<file path="src/common/pio_pkg.sv">
// constants and types for the programmed-I/O host cycle engine
// Functional notes
// - host keeps total cycle above mode minimum
// - host holds strobe active at mode minimum
// - byte register strobes stretched to 290 ns in modes 0..2
// - host keeps recovery minimum between strobes
// - cycle equals active plus inactive, lengthen
// - host samples ready 35 ns after strobe
// - ready low: hold strobe until ready high; the host releases it anyway once wcnt_q reaches max_wait + 4
// - no wait insertion in fastest modes
// - read strobe may end at ready rise
// - write strobe may end at ready rise
// - register chosen by selects and address
package pio_pkg;
  localparam int CLK_PERIOD_NS = 20;
  // wide enough that the longest wait limit plus margin is reachable
  localparam int CNT_W         = 7;
  localparam int NUM_MODES     = 11;
  localparam int MODE_W        = 4;
  // modes 0..6 ide pio, 7..10 io classes 250/120/100/80 ns
  localparam logic [MODE_W-1:0] MODE_IO250 = 4'h7;
  localparam logic [MODE_W-1:0] MODE_IO120 = 4'h8;
  localparam logic [MODE_W-1:0] MODE_IO100 = 4'h9;
  localparam logic [MODE_W-1:0] MODE_IO80  = 4'ha;
  localparam logic [MODE_W-1:0] MODE_IDE2  = 4'h2;
  localparam logic [MODE_W-1:0] MODE_IDE4  = 4'h4;
  localparam int BYTE_ACTIVE_NS  = 290;
  localparam int WAIT_SAMPLE_NS  = 35;
  localparam int IDE_MAX_WAIT_NS = 1250;
  localparam int IO_MAX_WAIT_NS  = 350;
  localparam int SETUP_NS        = 70;
  localparam int HOLD_NS         = 30;
  typedef int ns_tbl_t [NUM_MODES];
  localparam ns_tbl_t MIN_TOTAL_NS  = '{600, 383, 240, 180, 120, 100, 80, 250, 120, 100, 80};
  localparam ns_tbl_t MIN_ACTIVE_NS = '{165, 125, 100, 80, 70, 65, 55, 165, 70, 65, 65};
  localparam ns_tbl_t MIN_RECOV_NS  = '{0, 0, 0, 70, 25, 25, 20, 30, 15, 15, 15};
  // least times round up
  function automatic logic [CNT_W-1:0] ns_to_cyc(input int ns);
    int c;
    c = (ns + CLK_PERIOD_NS - 1) / CLK_PERIOD_NS;
    if (c < 1)
    begin
      c = 1;
    end
    return CNT_W'(c);
  endfunction
  localparam logic [CNT_W-1:0] SAMPLE_CYC = ns_to_cyc(WAIT_SAMPLE_NS);
  localparam logic [CNT_W-1:0] SETUP_CYC  = ns_to_cyc(SETUP_NS);
  localparam logic [CNT_W-1:0] HOLD_CYC   = ns_to_cyc(HOLD_NS);
  localparam logic [CNT_W-1:0] BYTE_CYC   = ns_to_cyc(BYTE_ACTIVE_NS);
  // longest wait rounds down, plus sync delay margin
  localparam logic [CNT_W-1:0] IDE_WAIT_CYC = CNT_W'(IDE_MAX_WAIT_NS / CLK_PERIOD_NS);
  localparam logic [CNT_W-1:0] IO_WAIT_CYC  = CNT_W'(IO_MAX_WAIT_NS / CLK_PERIOD_NS);
  typedef enum logic [2:0] {
    ST_IDLE   = 3'b000,
    ST_SETUP  = 3'b001,
    ST_ACTIVE = 3'b010,
    ST_WAIT   = 3'b011,
    ST_HOLD   = 3'b100,
    ST_RECOV  = 3'b101
  } pio_state_e;
endpackage

</file>
<file path="src/hw/pio_host.sv">
// host-side programmed-I/O cycle engine driving the card pins
`timescale 1ns/1ps
`default_nettype none
module pio_host
(
  // clock and reset
  input  wire logic                       clk_i,
  input  wire logic                       rst_n_i,
  // configuration
  input  wire logic [pio_pkg::MODE_W-1:0] mode_i,
  // user request
  input  wire logic                       req_valid_i,
  input  wire logic                       req_write_i,
  input  wire logic                       req_byte_i,
  input  wire logic                       req_attr_i,
  input  wire logic [2:0]                 req_addr_i,
  input  wire logic [15:0]                req_wdata_i,
  output logic                            req_ready_o,
  // user answer
  output logic                            rsp_valid_o,
  output logic [15:0]                     rsp_rdata_o,
  output logic                            rsp_timeout_o,
  output logic                            rsp_wide_o,
  // card pins
  output logic                            io_read_strobe_n_o,
  output logic                            io_write_strobe_n_o,
  output logic                            attribute_space_select_n_o,
  output logic                            low_byte_card_select_n_o,
  output logic                            high_byte_card_select_n_o,
  output logic [2:0]                      host_address_lines_o,
  output logic [15:0]                     host_data_lines_o,
  output logic                            host_data_lines_oe_n_o,
  input  wire logic [15:0]                host_data_lines_i,
  input  wire logic                       io_ready_i,
  input  wire logic                       sel16_n_i
);
  logic [pio_pkg::CNT_W-1:0] active_cyc;
  logic [pio_pkg::CNT_W-1:0] recov_cyc;
  logic [pio_pkg::CNT_W-1:0] max_wait;
  logic                      wait_ok;
  logic                      sel16_ok;
  logic                      wr_q;
  logic                      byte_q;
  logic [pio_pkg::MODE_W-1:0] mode_q;
  pio_pkg::pio_state_e       st_q;
  logic [pio_pkg::CNT_W-1:0] cnt_q;
  logic [pio_pkg::CNT_W-1:0] wcnt_q;
  logic [1:0]                rdy_sync_q;
  logic [1:0]                s16_sync_q;
  logic [15:0]               d_sync0_q;
  logic [15:0]               d_sync1_q;
  logic                      rdy;
  logic                      strobe_on;
  // =====================================================================
  // timing decode, mode latched per cycle so a change mid-cycle is harmless
  // =====================================================================
  pio_timing u_timing
  (
    .mode_i       (mode_q),
    .byte_i       (byte_q),
    .active_cyc_o (active_cyc),
    .recov_cyc_o  (recov_cyc),
    .wait_ok_o    (wait_ok),
    .sel16_ok_o   (sel16_ok),
    .max_wait_o   (max_wait)
  );
  // =====================================================================
  // pin synchronisers
  // =====================================================================
  always_ff @(posedge clk_i or negedge rst_n_i)
  begin
    if (!rst_n_i)
    begin
      rdy_sync_q <= 2'h3;
      s16_sync_q <= 2'h3;
      d_sync0_q  <= 16'h0000;
      d_sync1_q  <= 16'h0000;
    end
    else
    begin
      rdy_sync_q <= {rdy_sync_q[0], io_ready_i};
      s16_sync_q <= {s16_sync_q[0], sel16_n_i};
      d_sync0_q  <= host_data_lines_i;
      d_sync1_q  <= d_sync0_q;
    end
  end
  // no wait support in fast modes, so ready is treated as high
  assign rdy = rdy_sync_q[1] || !wait_ok;
  assign strobe_on = (st_q == pio_pkg::ST_ACTIVE) || (st_q == pio_pkg::ST_WAIT);
  // =====================================================================
  // cycle sequencer
  // =====================================================================
  always_ff @(posedge clk_i or negedge rst_n_i)
  begin
    if (!rst_n_i)
    begin
      st_q   <= pio_pkg::ST_IDLE;
      cnt_q  <= '0;
      wcnt_q <= '0;
      wr_q   <= 1'b0;
      byte_q <= 1'b0;
      mode_q <= '0;
    end
    else
    begin
      case (st_q)
        pio_pkg::ST_IDLE:
        begin
          if (req_valid_i)
          begin
            wr_q   <= req_write_i;
            byte_q <= req_byte_i;
            mode_q <= mode_i;
            cnt_q  <= pio_pkg::SETUP_CYC;
            st_q   <= pio_pkg::ST_SETUP;
          end
        end
        pio_pkg::ST_SETUP:
        begin
          if (cnt_q <= 1)
          begin
            cnt_q  <= '0;
            wcnt_q <= '0;
            st_q   <= pio_pkg::ST_ACTIVE;
          end
          else
          begin
            cnt_q <= cnt_q - 1'b1;
          end
        end
        pio_pkg::ST_ACTIVE:
        begin
          cnt_q <= cnt_q + 1'b1;
          // sample only once the sample point plus sync delay is past
          if (cnt_q >= pio_pkg::SAMPLE_CYC + 2 && !rdy)
          begin
            st_q <= pio_pkg::ST_WAIT;
          end
          else if (cnt_q + 1'b1 >= active_cyc && cnt_q >= pio_pkg::SAMPLE_CYC + 2)
          begin
            cnt_q <= pio_pkg::HOLD_CYC;
            st_q  <= pio_pkg::ST_HOLD;
          end
        end
        pio_pkg::ST_WAIT:
        begin
          cnt_q  <= cnt_q + 1'b1;
          wcnt_q <= wcnt_q + 1'b1;
          // ready back: release once minimum width is also met
          if ((rdy && cnt_q + 1'b1 >= active_cyc) || wcnt_q >= max_wait + 4)
          begin
            cnt_q <= pio_pkg::HOLD_CYC;
            st_q  <= pio_pkg::ST_HOLD;
          end
        end
        pio_pkg::ST_HOLD:
        begin
          if (cnt_q <= 1)
          begin
            cnt_q <= recov_cyc;
            st_q  <= pio_pkg::ST_RECOV;
          end
          else
          begin
            cnt_q <= cnt_q - 1'b1;
          end
        end
        pio_pkg::ST_RECOV:
        begin
          if (cnt_q <= 1)
          begin
            st_q <= pio_pkg::ST_IDLE;
          end
          else
          begin
            cnt_q <= cnt_q - 1'b1;
          end
        end
        default:
        begin
          st_q <= pio_pkg::ST_IDLE;
        end
      endcase
    end
  end
  // =====================================================================
  // pins: address, selects and data stay through setup to hold end
  // =====================================================================
  always_ff @(posedge clk_i or negedge rst_n_i)
  begin
    if (!rst_n_i)
    begin
      io_read_strobe_n_o         <= 1'b1;
      io_write_strobe_n_o        <= 1'b1;
      attribute_space_select_n_o <= 1'b1;
      low_byte_card_select_n_o   <= 1'b1;
      high_byte_card_select_n_o  <= 1'b1;
      host_address_lines_o       <= 3'h0;
      host_data_lines_o          <= 16'h0000;
      host_data_lines_oe_n_o     <= 1'b1;
    end
    else if (st_q == pio_pkg::ST_IDLE && req_valid_i)
    begin
      attribute_space_select_n_o <= !req_attr_i;
      low_byte_card_select_n_o   <= 1'b0;
      high_byte_card_select_n_o  <= req_byte_i;
      host_address_lines_o       <= req_addr_i;
      host_data_lines_o          <= req_wdata_i;
      host_data_lines_oe_n_o     <= !req_write_i;
    end
    else if (st_q == pio_pkg::ST_SETUP && cnt_q <= 1)
    begin
      io_read_strobe_n_o  <= wr_q;
      io_write_strobe_n_o <= !wr_q;
    end
    else if (st_q == pio_pkg::ST_HOLD && cnt_q == pio_pkg::HOLD_CYC)
    begin
      io_read_strobe_n_o  <= 1'b1;
      io_write_strobe_n_o <= 1'b1;
    end
    else if (st_q == pio_pkg::ST_RECOV && cnt_q == recov_cyc)
    begin
      attribute_space_select_n_o <= 1'b1;
      low_byte_card_select_n_o   <= 1'b1;
      high_byte_card_select_n_o  <= 1'b1;
      host_data_lines_oe_n_o     <= 1'b1;
    end
  end
  // =====================================================================
  // answer to the user
  // =====================================================================
  always_ff @(posedge clk_i or negedge rst_n_i)
  begin
    if (!rst_n_i)
    begin
      rsp_valid_o   <= 1'b0;
      rsp_rdata_o   <= 16'h0000;
      rsp_timeout_o <= 1'b0;
      rsp_wide_o    <= 1'b0;
      req_ready_o   <= 1'b0;
    end
    else
    begin
      req_ready_o <= (st_q == pio_pkg::ST_IDLE) && !req_valid_i;
      rsp_valid_o <= 1'b0;
      if (strobe_on && ((st_q == pio_pkg::ST_ACTIVE && cnt_q + 1'b1 >= active_cyc &&
          cnt_q >= pio_pkg::SAMPLE_CYC + 2 && rdy) || (st_q == pio_pkg::ST_WAIT &&
          ((rdy && cnt_q + 1'b1 >= active_cyc) || wcnt_q >= max_wait + 4))))
      begin
        // data sampled with strobe still low
        rsp_valid_o   <= 1'b1;
        rsp_rdata_o   <= wr_q ? 16'h0000 : (byte_q ? {8'h00, d_sync1_q[7:0]} : d_sync1_q);
        rsp_timeout_o <= (st_q == pio_pkg::ST_WAIT) && !rdy;
        rsp_wide_o    <= sel16_ok && !s16_sync_q[1];
      end
    end
  end
  // =====================================================================
  // checks
  // =====================================================================
  strobe_exclusive_a: assert property (
    @(posedge clk_i) disable iff (!rst_n_i)
    !(!io_read_strobe_n_o && !io_write_strobe_n_o)) else $error("both strobes low");
  active_width_a: assert property (
    @(posedge clk_i) disable iff (!rst_n_i)
    $fell(io_read_strobe_n_o & io_write_strobe_n_o) |->
    !(io_read_strobe_n_o & io_write_strobe_n_o) [*3]) else $error("strobe too short");
  recovery_gap_a: assert property (
    @(posedge clk_i) disable iff (!rst_n_i)
    $rose(io_read_strobe_n_o & io_write_strobe_n_o) |->
    (io_read_strobe_n_o & io_write_strobe_n_o) [*2]) else $error("recovery too short");
  wait_hold_a: assert property (
    @(posedge clk_i) disable iff (!rst_n_i)
    (st_q == pio_pkg::ST_WAIT && !rdy && wcnt_q < max_wait) |=> strobe_on)
    else $error("strobe released during wait");
  // checks the sequencer itself, independent of the decoded width
  byte_stretch_a: assert property (
    @(posedge clk_i) disable iff (!rst_n_i)
    (st_q == pio_pkg::ST_ACTIVE && byte_q && mode_q <= pio_pkg::MODE_IDE2 &&
    cnt_q + 1'b1 < pio_pkg::BYTE_CYC) |=> strobe_on) else $error("byte strobe not stretched");
  total_cycle_a: assert property (
    @(posedge clk_i) disable iff (!rst_n_i)
    st_q == pio_pkg::ST_RECOV |-> 8'(active_cyc) + 8'(recov_cyc) >=
    8'(pio_pkg::ns_to_cyc(pio_pkg::MIN_TOTAL_NS[0])) || mode_q != 4'h0)
    else $error("cycle too short");
  select_setup_a: assert property (
    @(posedge clk_i) disable iff (!rst_n_i)
    $fell(io_read_strobe_n_o & io_write_strobe_n_o) |-> $past(!low_byte_card_select_n_o))
    else $error("select not ahead of strobe");
  no_wait_fast_a: assert property (
    @(posedge clk_i) disable iff (!rst_n_i)
    !wait_ok |-> st_q != pio_pkg::ST_WAIT) else $error("wait in fast mode");
  read_cov_c: cover property (@(posedge clk_i) disable iff (!rst_n_i) rsp_valid_o && !wr_q);
  write_cov_c: cover property (@(posedge clk_i) disable iff (!rst_n_i) rsp_valid_o && wr_q);
  wait_cov_c: cover property (@(posedge clk_i) disable iff (!rst_n_i)
    st_q == pio_pkg::ST_WAIT ##1 st_q == pio_pkg::ST_HOLD);
endmodule
`default_nettype wire

</file>
<file path="src/hw/pio_timing.sv">
// mode-to-cycle-count decoder for the host cycle engine
`timescale 1ns/1ps
`default_nettype none
module pio_timing
(
  // selection
  input  wire logic [pio_pkg::MODE_W-1:0] mode_i,
  input  wire logic                       byte_i,
  // derived counts
  output logic [pio_pkg::CNT_W-1:0]       active_cyc_o,
  output logic [pio_pkg::CNT_W-1:0]       recov_cyc_o,
  output logic                            wait_ok_o,
  output logic                            sel16_ok_o,
  output logic [pio_pkg::CNT_W-1:0]       max_wait_o
);
  logic [pio_pkg::CNT_W-1:0] act;
  logic [pio_pkg::CNT_W-1:0] rec;
  logic [pio_pkg::CNT_W-1:0] tot;
  logic [pio_pkg::CNT_W-1:0] fill;
  always_comb
  begin
    act  = pio_pkg::ns_to_cyc(pio_pkg::MIN_ACTIVE_NS[0]);
    rec  = pio_pkg::ns_to_cyc(pio_pkg::MIN_RECOV_NS[0]);
    tot  = pio_pkg::ns_to_cyc(pio_pkg::MIN_TOTAL_NS[0]);
    for (int m = 0; m < pio_pkg::NUM_MODES; m++)
    begin
      if (mode_i == pio_pkg::MODE_W'(m))
      begin
        act = pio_pkg::ns_to_cyc(pio_pkg::MIN_ACTIVE_NS[m]);
        rec = pio_pkg::ns_to_cyc(pio_pkg::MIN_RECOV_NS[m]);
        tot = pio_pkg::ns_to_cyc(pio_pkg::MIN_TOTAL_NS[m]);
      end
    end
    if (byte_i && mode_i <= pio_pkg::MODE_IDE2)
    begin
      act = pio_pkg::BYTE_CYC;
    end
    // stretch recovery so the whole cycle meets its minimum
    fill = (tot > act) ? tot - act : '0;
    recov_cyc_o  = (fill > rec) ? fill : rec;
    active_cyc_o = act;
  end
  assign wait_ok_o  = (mode_i <= pio_pkg::MODE_IDE4) || (mode_i == pio_pkg::MODE_IO250) ||
                      (mode_i == pio_pkg::MODE_IO120) || (mode_i == pio_pkg::MODE_IO100);
  assign sel16_ok_o = (mode_i <= pio_pkg::MODE_IDE2);
  assign max_wait_o = (mode_i <= pio_pkg::MODE_IDE4) ? pio_pkg::IDE_WAIT_CYC : pio_pkg::IO_WAIT_CYC;
endmodule
`default_nettype wire

</file>
<file path="config.mk">
export PLATFORM = sky130hd
export DESIGN_NAME = pio_host
export DESIGN_NICKNAME = d
export VERILOG_FILES = /design/src/common/pio_pkg.sv /design/src/hw/pio_host.sv /design/src/hw/pio_timing.sv
export SDC_FILE = /design/constraint.sdc
export NUM_CORES = 1
export LEC_CHECK = 0
export ABC_AREA = 1
export BUFFER_PORTS_ARGS = -buffer_cell sky130_fd_sc_hd__buf_2
export CAP_MARGIN = 20
export CORE_UTILIZATION = 45
export CTS_CLUSTER_DIAMETER = 40
export DETAILED_ROUTE_END_ITERATION = 16
export GPL_ROUTABILITY_DRIVEN = 1
export PLACE_DENSITY = 0.69
export SYNTH_ARGS = -nofsm -noshare
export SYNTH_HDL_FRONTEND = slang
export SYNTH_HIERARCHICAL = 1
export SYNTH_SLANG_ARGS = --single-unit
</file>
<file path="constraint.sdc">
create_clock -name clk_i -period 4.36 [get_ports clk_i]
set_input_delay 0.218 -clock clk_i [delete_from_list [all_inputs] [get_ports clk_i]]
set_output_delay 0.218 -clock clk_i [all_outputs]
set_load 0.02 [all_outputs]
</file>
==> summary.md, run 1 <==
| Metric | Value |
|---|---|
| FF/Latch Area | `2620 um2` |
| CORE AREA | `~12000 um2` |
| Overflow after GRT | `0` |
| Sequential area share after synthesis | `46.5%` |
| Vias/cell | `4.91` |
| Crit path time final | `3.95 ns` |
| First-pass DRT Iterations | `5` |
| Crit path max fanout | `7` |
| Count leader, synth | `nand2_1` |
| Worst endpoint required time | `4.63 ns` |
| Worst-Skew Late Latency | `0.35 ns` |
| Cells after Synth | `664` |
| Clk pwr share | `13.8%` |
| Clock skew | `0.00890 ns` |
| Status | `finished, final reports clean` |
| Layout cells sized above 1 | `23.7%` |
| Final TNS setup | `0 ns` |
| Switching fraction of total power | `50.7%` |
| Largest net degree at the start of global routing | `65` |
| Net count reported at finish | `about 850` |
| Crit-path most repeated cell | `nand2_1` |
| Number of synthesized flops with an enable pin | `0` |
| Ranking of synthesized cells by area | `dfrtp_1, nand2_1, nand3_1, ha_1, inv_1` |
| Unrepaired setup endpoints after global routing | `false` |
| Main synth FF type | `dfrtp_1` |
| Fin cells | `roughly 940` |
| Leak | `3.64 nW` |
| Vias in the first global route | `4595` |
| PortBufs | `91` |
| First-pass GRT wire length | `21.4 mm` |
| Die width | `114 um` |
| Clk slew on worst S/H paths | `0.08 ns` |
| Die Ht | `114 um` |
| Gr usage total | `21.2%` |
| Comb power frac | `between 60% and 70%` |
| Most area-hungry cell type in the Yosys netlist | `dfrtp_1` |
| Worst EP arrival | `4.22 ns` |
| Postcts setup bufs | `0` |
| VDD IR max | `roughly 0.00046 V` |
| Crit end category | `register` |
| Most frequent cells after synthesis | `nand2_1, dfrtp_1, inv_1, nand3_1, nor2_1` |
| Yosys Warn Count | `6` |
| Internal | `2.98 mW` |
| I/O Pins | `92` |
| Hold Crit Class | `primary input to register` |
| Pwr dens | `between 900 and 1000 nW/um2` |
| Row Count | `40` |
| Mean Syn Cell Area | `about 8.5 um2` |
| NetSw | `between 3 and 4 mW` |
| Synth top area share | `41.8%` |
| Period utilisation layout | `90.5%` |
| Routability Congestion | `0.864` |
| Worst slew margin | `46.6%` |
| Ant diodes | `0` |
| FFs w/ async S/R, synth | `100%` |
| Fin. max-slew vios | `0` |
| Remaining antenna violation count | `0` |
| Total Wirelength | `about 13 mm` |
| Detailed Place HPWL | `9.13 mm` |
| CTS Root Cell | `clkbuf_16` |
| Synthesis-stage register bit count | `104` |
| CTS tree | `yes` |
| Netlist cell types | `49` |
| Area growth syn-to-layout | `18.8%` |
| Setup-failing EPs final | `0` |
| Max_cap viols | `0` |
| CTS buffer count | `9` |
| Startpoint type of the worst setup path | `register` |
| Via count | `around 4600` |
| Initial antenna violation count | `0` |
| Max Root-Sink Buffers | `2` |
| Cell total after placement | `approximately 910` |
| Setup CP Type | `register to register` |
| Overall die area | `12900 um2` |
| Area of the multi-input gates | `2550 um2` |
| Sequential power share | `between 20 and 30%` |
| Initial DRC count | `155` |
| Number of fill cells | `1117` |
| Sink Count | `104` |
| Slew @ Worst Pin | `approximately 0.8 ns` |
| FMAX | `0.253 GHz` |
| PnR Total Power | `6.04 mW` |
| Hold Violations, Final | `0` |
| CP max-delay cell | `dfrtp_1` |
| Post-layout util | `55.1%` |
| # DRC | `0` |
| Max incr delay on CP | `~0.46 ns` |
| H-tree depth | `3` |
| Initial Util | `46.4%` |
| DR WL/cell | `approximately 14 um` |
| Cell area after synthesis | `roughly 5600 um2` |
==> flip-flops by register name (all words and copies together) (netlist names), 2 cells and up <==
name,flops
rdy_sync_q,2
wcnt_q,7
s16_sync_q,2
host_data_lines_o,16
st_q,3
d_sync1_q,16
mode_q,4
d_sync0_q,16
host_address_lines_o,3
rsp_rdata_o,16
cnt_q,7
==> power by group through the flow <==
stage          clock [mW]  combinational, mW  sequential [mW]
4_1_cts             0.852               3.65             1.50
6_report            0.836               3.69             1.51
5_1_grt             0.887               4.15             1.54
3_5_place_dp            0               3.62             1.50
2_1_floorplan           0               2.66             1.69
3_3_place_gp            0               3.46             1.50
==> through the flow <==
step,setup slack (ns),hold WS (ns),cell area [um2]
CTS,0.274,0.0264,6660
global route,0.00355,0.0243,6680
floorplan,0.799,-0.0776,5640
finish,0.414,0.0297,6680
global placement,0.554,0.326,6160
detailed placement,0.301,0.326,6160
==> path summary, 6_finish.rpt <==
check	start	endpoint	slack, ns	cells after the start
setup reg to reg	mode_q[0]$_DFFE_PN0P_	attribute_space_select_n_o$_DFFE_PN1P_	0.41	27
setup / recovery	mode_q[0]$_DFFE_PN0P_	attribute_space_select_n_o$_DFFE_PN1P_	0.41	27
hold / removal	req_attr_i	attribute_space_select_n_o$_DFFE_PN1P_	0.03	2
hold reg to reg	d_sync0_q[9]$_DFF_PN0_	d_sync1_q[9]$_DFF_PN0_	0.35	0
min in group asynchronous	rst_n_i	d_sync0_q[13]$_DFF_PN0_	0.49	2
max in group asynchronous	rst_n_i	s16_sync_q[0]$_DFF_PN1_	2.84	3
==> cells in the final DEF, fill, tap and decap left out, types with 3 or more instances in the layout <==
cell type and n:
a21oi_1 22, a21oi_2 3, buf_2 90, clkbuf_16 9, clkinv_8 3, conb_1 6
dfrtp_1 94, dfstp_2 10, dlygate4sd3_1 19, ha_1 27, inv_1 74, inv_2 13
inv_6 3, nand2_1 199, nand2_2 17, nand2_4 4, nand3_1 70, nand3_2 8
nor2_1 34, nor2_2 5, nor2_4 4, nor3_1 3, o211ai_1 3, o21ai_0 8
xor2_1 16
==> metal layers <==
metal | wire, um | global-route usage [%]
met1 | 5700 | 26.5
met2 | 6190 | 35.7
met3 | 706 | 4.68
met4 | 267 | 8.31
met5 | 0 | 0
==> repair_timing <==
| item | CTS | global route |
|---|---|---|
| hold buffers | 19 | 0 |
| hold endpoints to repair | 77 | 0 |
| gates resized for setup | 0 | 3 |
| endpoints found under the setup margin | 0 | 4 |
==> layout make-up <==
type	count	area share, %
Sequential cell	104	39.2
Tap cell	168	3.15
Clock buffer	9	3.37
Clock inverter	7	1.37
Multi-Input combinational cell	456	38.2
Inverter	88	4.95
Timing Repair Buffer	111	9.82
==> logic make-up after synthesis <==
kind of cell / share of synthesized area, %
XOR/XNOR: 3.09
buffers and inverters: 8.66
other: 0.134
AND/OR/NAND/NOR: 29.6
flip-flops: 46.5
AO/OA/AOI/OAI: 5.63
adder cells (fa/ha/maj): 6.36
==> worst max-delay path, delay by kind of cell (launching register included) <==
kind	cells	cell delay [ns]
buffers and inverters	3	0.20
DFF	1	0.46
adders and majority gates	2	0.61
AOI/OAI and AO/OA	6	0.91
and+or+nand+nor	16	1.70
(Power assumes the default switching activity.)
==> inputs of run 2 (changes only) <==
--- a/config.mk
+++ b/config.mk
@@ -8,11 +8,11 @@
 export ABC_AREA = 1
 export BUFFER_PORTS_ARGS = -buffer_cell sky130_fd_sc_hd__buf_2
 export CAP_MARGIN = 20
-export CORE_UTILIZATION = 45
+export CORE_UTILIZATION = 57
 export CTS_CLUSTER_DIAMETER = 40
 export DETAILED_ROUTE_END_ITERATION = 16
 export GPL_ROUTABILITY_DRIVEN = 1
-export PLACE_DENSITY = 0.69
+export PLACE_DENSITY = 0.83
 export SYNTH_ARGS = -nofsm -noshare
 export SYNTH_HDL_FRONTEND = slang
 export SYNTH_HIERARCHICAL = 1
==> run 2 against run 1 <==
  * First-iteration DRC count rose by 12%
  * Cell area fell by 2.0%
  * Sequential cell count did not move
  * Register-to-register slack barely moved
  * Setup slack improved by 0.0097 ns
  * Largest power group unchanged
==> summary.md, run 2 (synthesized netlist as in run 1, its figures left out) <==
| Metric | Value |
|---|---|
| Sink Count | `104` |
| Worst-Skew Late Latency | `0.38 ns` |
| Post-layout util | `69.5%` |
| Remaining antenna violation count | `0` |
| Detailed Place HPWL | `9.15 mm` |
| Largest net degree at the start of global routing | `68` |
| Max_cap viols | `0` |
| Worst slew margin | `between 40% and 50%` |
| Row Count | `35` |
| Pwr dens | `roughly 890 nW/um2` |
| Worst EP arrival | `4.24 ns` |
| Internal | `2.84 mW` |
| Setup ws final | `0.423 ns` |
| Vias in the first global route | `4741` |
| Crit path time final | `3.94 ns` |
| Pre-CTS WS | `between 0.2 and 0.3 ns` |
| Initial DRC count | `approximately 170` |
| NetSw | `2.99 mW` |
| Ant diodes | `0` |
| Setup-failing EPs final | `0` |
| Comb power frac | `63.1%` |
| PnR Total Power | `a little under 6 mW` |
| Commonest non-fill, non-tap cells in the layout | `nand2_1, dfrtp_1, buf_2, inv_1, nand3_1` |
| Switching fraction of total power | `51.3%` |
| CTS Root Cell | `clkbuf_8` |
| I/O Pins | `92` |
| Sequential power share | `between 20% and 30%` |
| Fin. max-slew vios | `0` |
| Crit end category | `register` |
| CTS buffer count | `9` |
| Die Ht | `101 um` |
| Initial Util | `59.7%` |
| Worst endpoint required time | `4.67 ns` |
| Layout cells sized above 1 | `24.0%` |
| CORE AREA | `9420 um2` |
| Hold Crit Class | `primary input to register` |
| Startpoint type of the worst setup path | `register` |
| Leak | `3.59 nW` |
| Gr usage total | `between 20% and 30%` |
| Clock skew | `approximately 0.014 ns` |
| First-pass DRT Iterations | `4` |
| Net count reported at finish | `between 800 and 900` |
| FMAX | `0.254 GHz` |
| Hold Violations, Final | `0` |
| Total Wirelength | `12.8 mm` |
| Via count | `4678` |
| Status | `finished, final reports clean` |
| DR WL/cell | `between 10 and 15 um` |
| PortBufs | `slightly above 90` |
| # DRC | `0` |
| H-tree depth | `3` |
| Vias/cell | `5.17` |
| Max Root-Sink Buffers | `2` |
| CTS tree | `yes` |
| Die width | `101 um` |
| Initial antenna violation count | `0` |
| Clk pwr share | `11.0%` |
| Overall die area | `10300 um2` |
| Slew @ Worst Pin | `0.810 ns` |
| Overflow after GRT | `0` |
| Routability Congestion | `0.870` |
| Commonest non-fill, non-tap cell in the layout | `nand2_1` |
| Period utilisation layout | `between 90 and 100%` |
| Setup CP Type | `register to register` |
| Clk slew on worst S/H paths | `around 0.11 ns` |
| First-pass GRT wire length | `~22 mm` |
| Area growth syn-to-layout | `16.4%` |
| VDD IR max | `between 0.0004 and 0.0005 V` |
| Crit path max fanout | `8` |
-- run 2: worst paths after layout --
path / to / slack [ns] / from / cells after the start
min in group asynchronous: cnt_q[5]$_DFFE_PN0P_ / 0.47 / rst_n_i / 2
max: host_data_lines_oe_n_o$_DFFE_PN1P_ / 0.42 / mode_q[3]$_DFFE_PN0P_ / 26
min: host_data_lines_o[13]$_DFFE_PN0P_ / 0.03 / req_wdata_i[13] / 3
max in group asynchronous: rdy_sync_q[1]$_DFF_PN1_ / 2.90 / rst_n_i / 3
max reg2reg: host_data_lines_oe_n_o$_DFFE_PN1P_ / 0.42 / mode_q[3]$_DFFE_PN0P_ / 26
min reg2reg: d_sync1_q[14]$_DFF_PN0_ / 0.36 / d_sync0_q[14]$_DFF_PN0_ / 0
-- run 2: routing by layer --
metal / routed length [um] / track usage (%) / part of all wire [%]
met4: 233 / 9.25 / 1.8
met3: 653 / 5.38 / 5.1
met1: 5230 / 34.4 / 41
met2: 6690 / 47.7 / 52
met5: 0 / 0 / 0
-- run 2: final cells by class --
class / count / area (um2)
sequential: 104 / 2620
inverter: 88 / 330
clock inverter: 7 / 93.8
timing repair buffer: 112 / 666
fill: 748 / 2870
tap: 129 / 161
clock buffer: 9 / 124
multi-input combinational: 456 / 2550
-- run 2: what timing repair did --
| item | in CTS | in global routing |
|---|---|---|
| setup buffers | 0 | 0 |
| hold buffers | 20 | 0 |
| resized for setup | 0 | 5 |
| endpoints found under the hold margin | 77 | 0 |
| endpoints found under the setup margin | 0 | 4 |
-- run 2: critical path, cell delays in order (launching register included) --
cell and delay, ns:
dfrtp_1 0.51, nor2_1 0.25, inv_1 0.11, nor2_1 0.09
inv_1 0.06, nand3_1 0.09, inv_1 0.09, ha_1 0.31
nand3_1 0.08, nand2_1 0.11, nand2_1 0.08, nand3_2 0.08
nand2_2 0.07, a21oi_1 0.22, ha_1 0.30, nand2_1 0.08
nor2_1 0.04, a211oi_1 0.17, nand2_1 0.09, nand2_2 0.10
nand2_2 0.07, nand2_1 0.06, nand2_1 0.08, xor2_1 0.15
nor4_2 0.25, a21oi_2 0.14, a21boi_1 0.18
-- run 2: per-stage QoR --
stage | setup TNS, ns | hold WS (ns) | cell area, um2 | std cells
finish | 0 | 0.0284 | 6540 | 905
global route | -0.0114 | 0.0234 | 6540 | 905
CTS | 0 | 0.0158 | 6530 | 905
detailed placement | 0 | 0.327 | 6110 | 869
global placement | 0 | 0.325 | 6110 | 869
floorplan | 0 | -0.0776 | 5640 | 668
-- run 2: power groups by stage --
stage          Clock [mW]  Sequential, mW  Combinational [mW]
3_5_place_dp            0            1.51                3.61
5_1_grt             0.688            1.55                4.16
3_3_place_gp            0            1.50                3.42
4_1_cts             0.654            1.50                3.63
6_report            0.643            1.51                3.68
2_1_floorplan           0            1.69                2.66
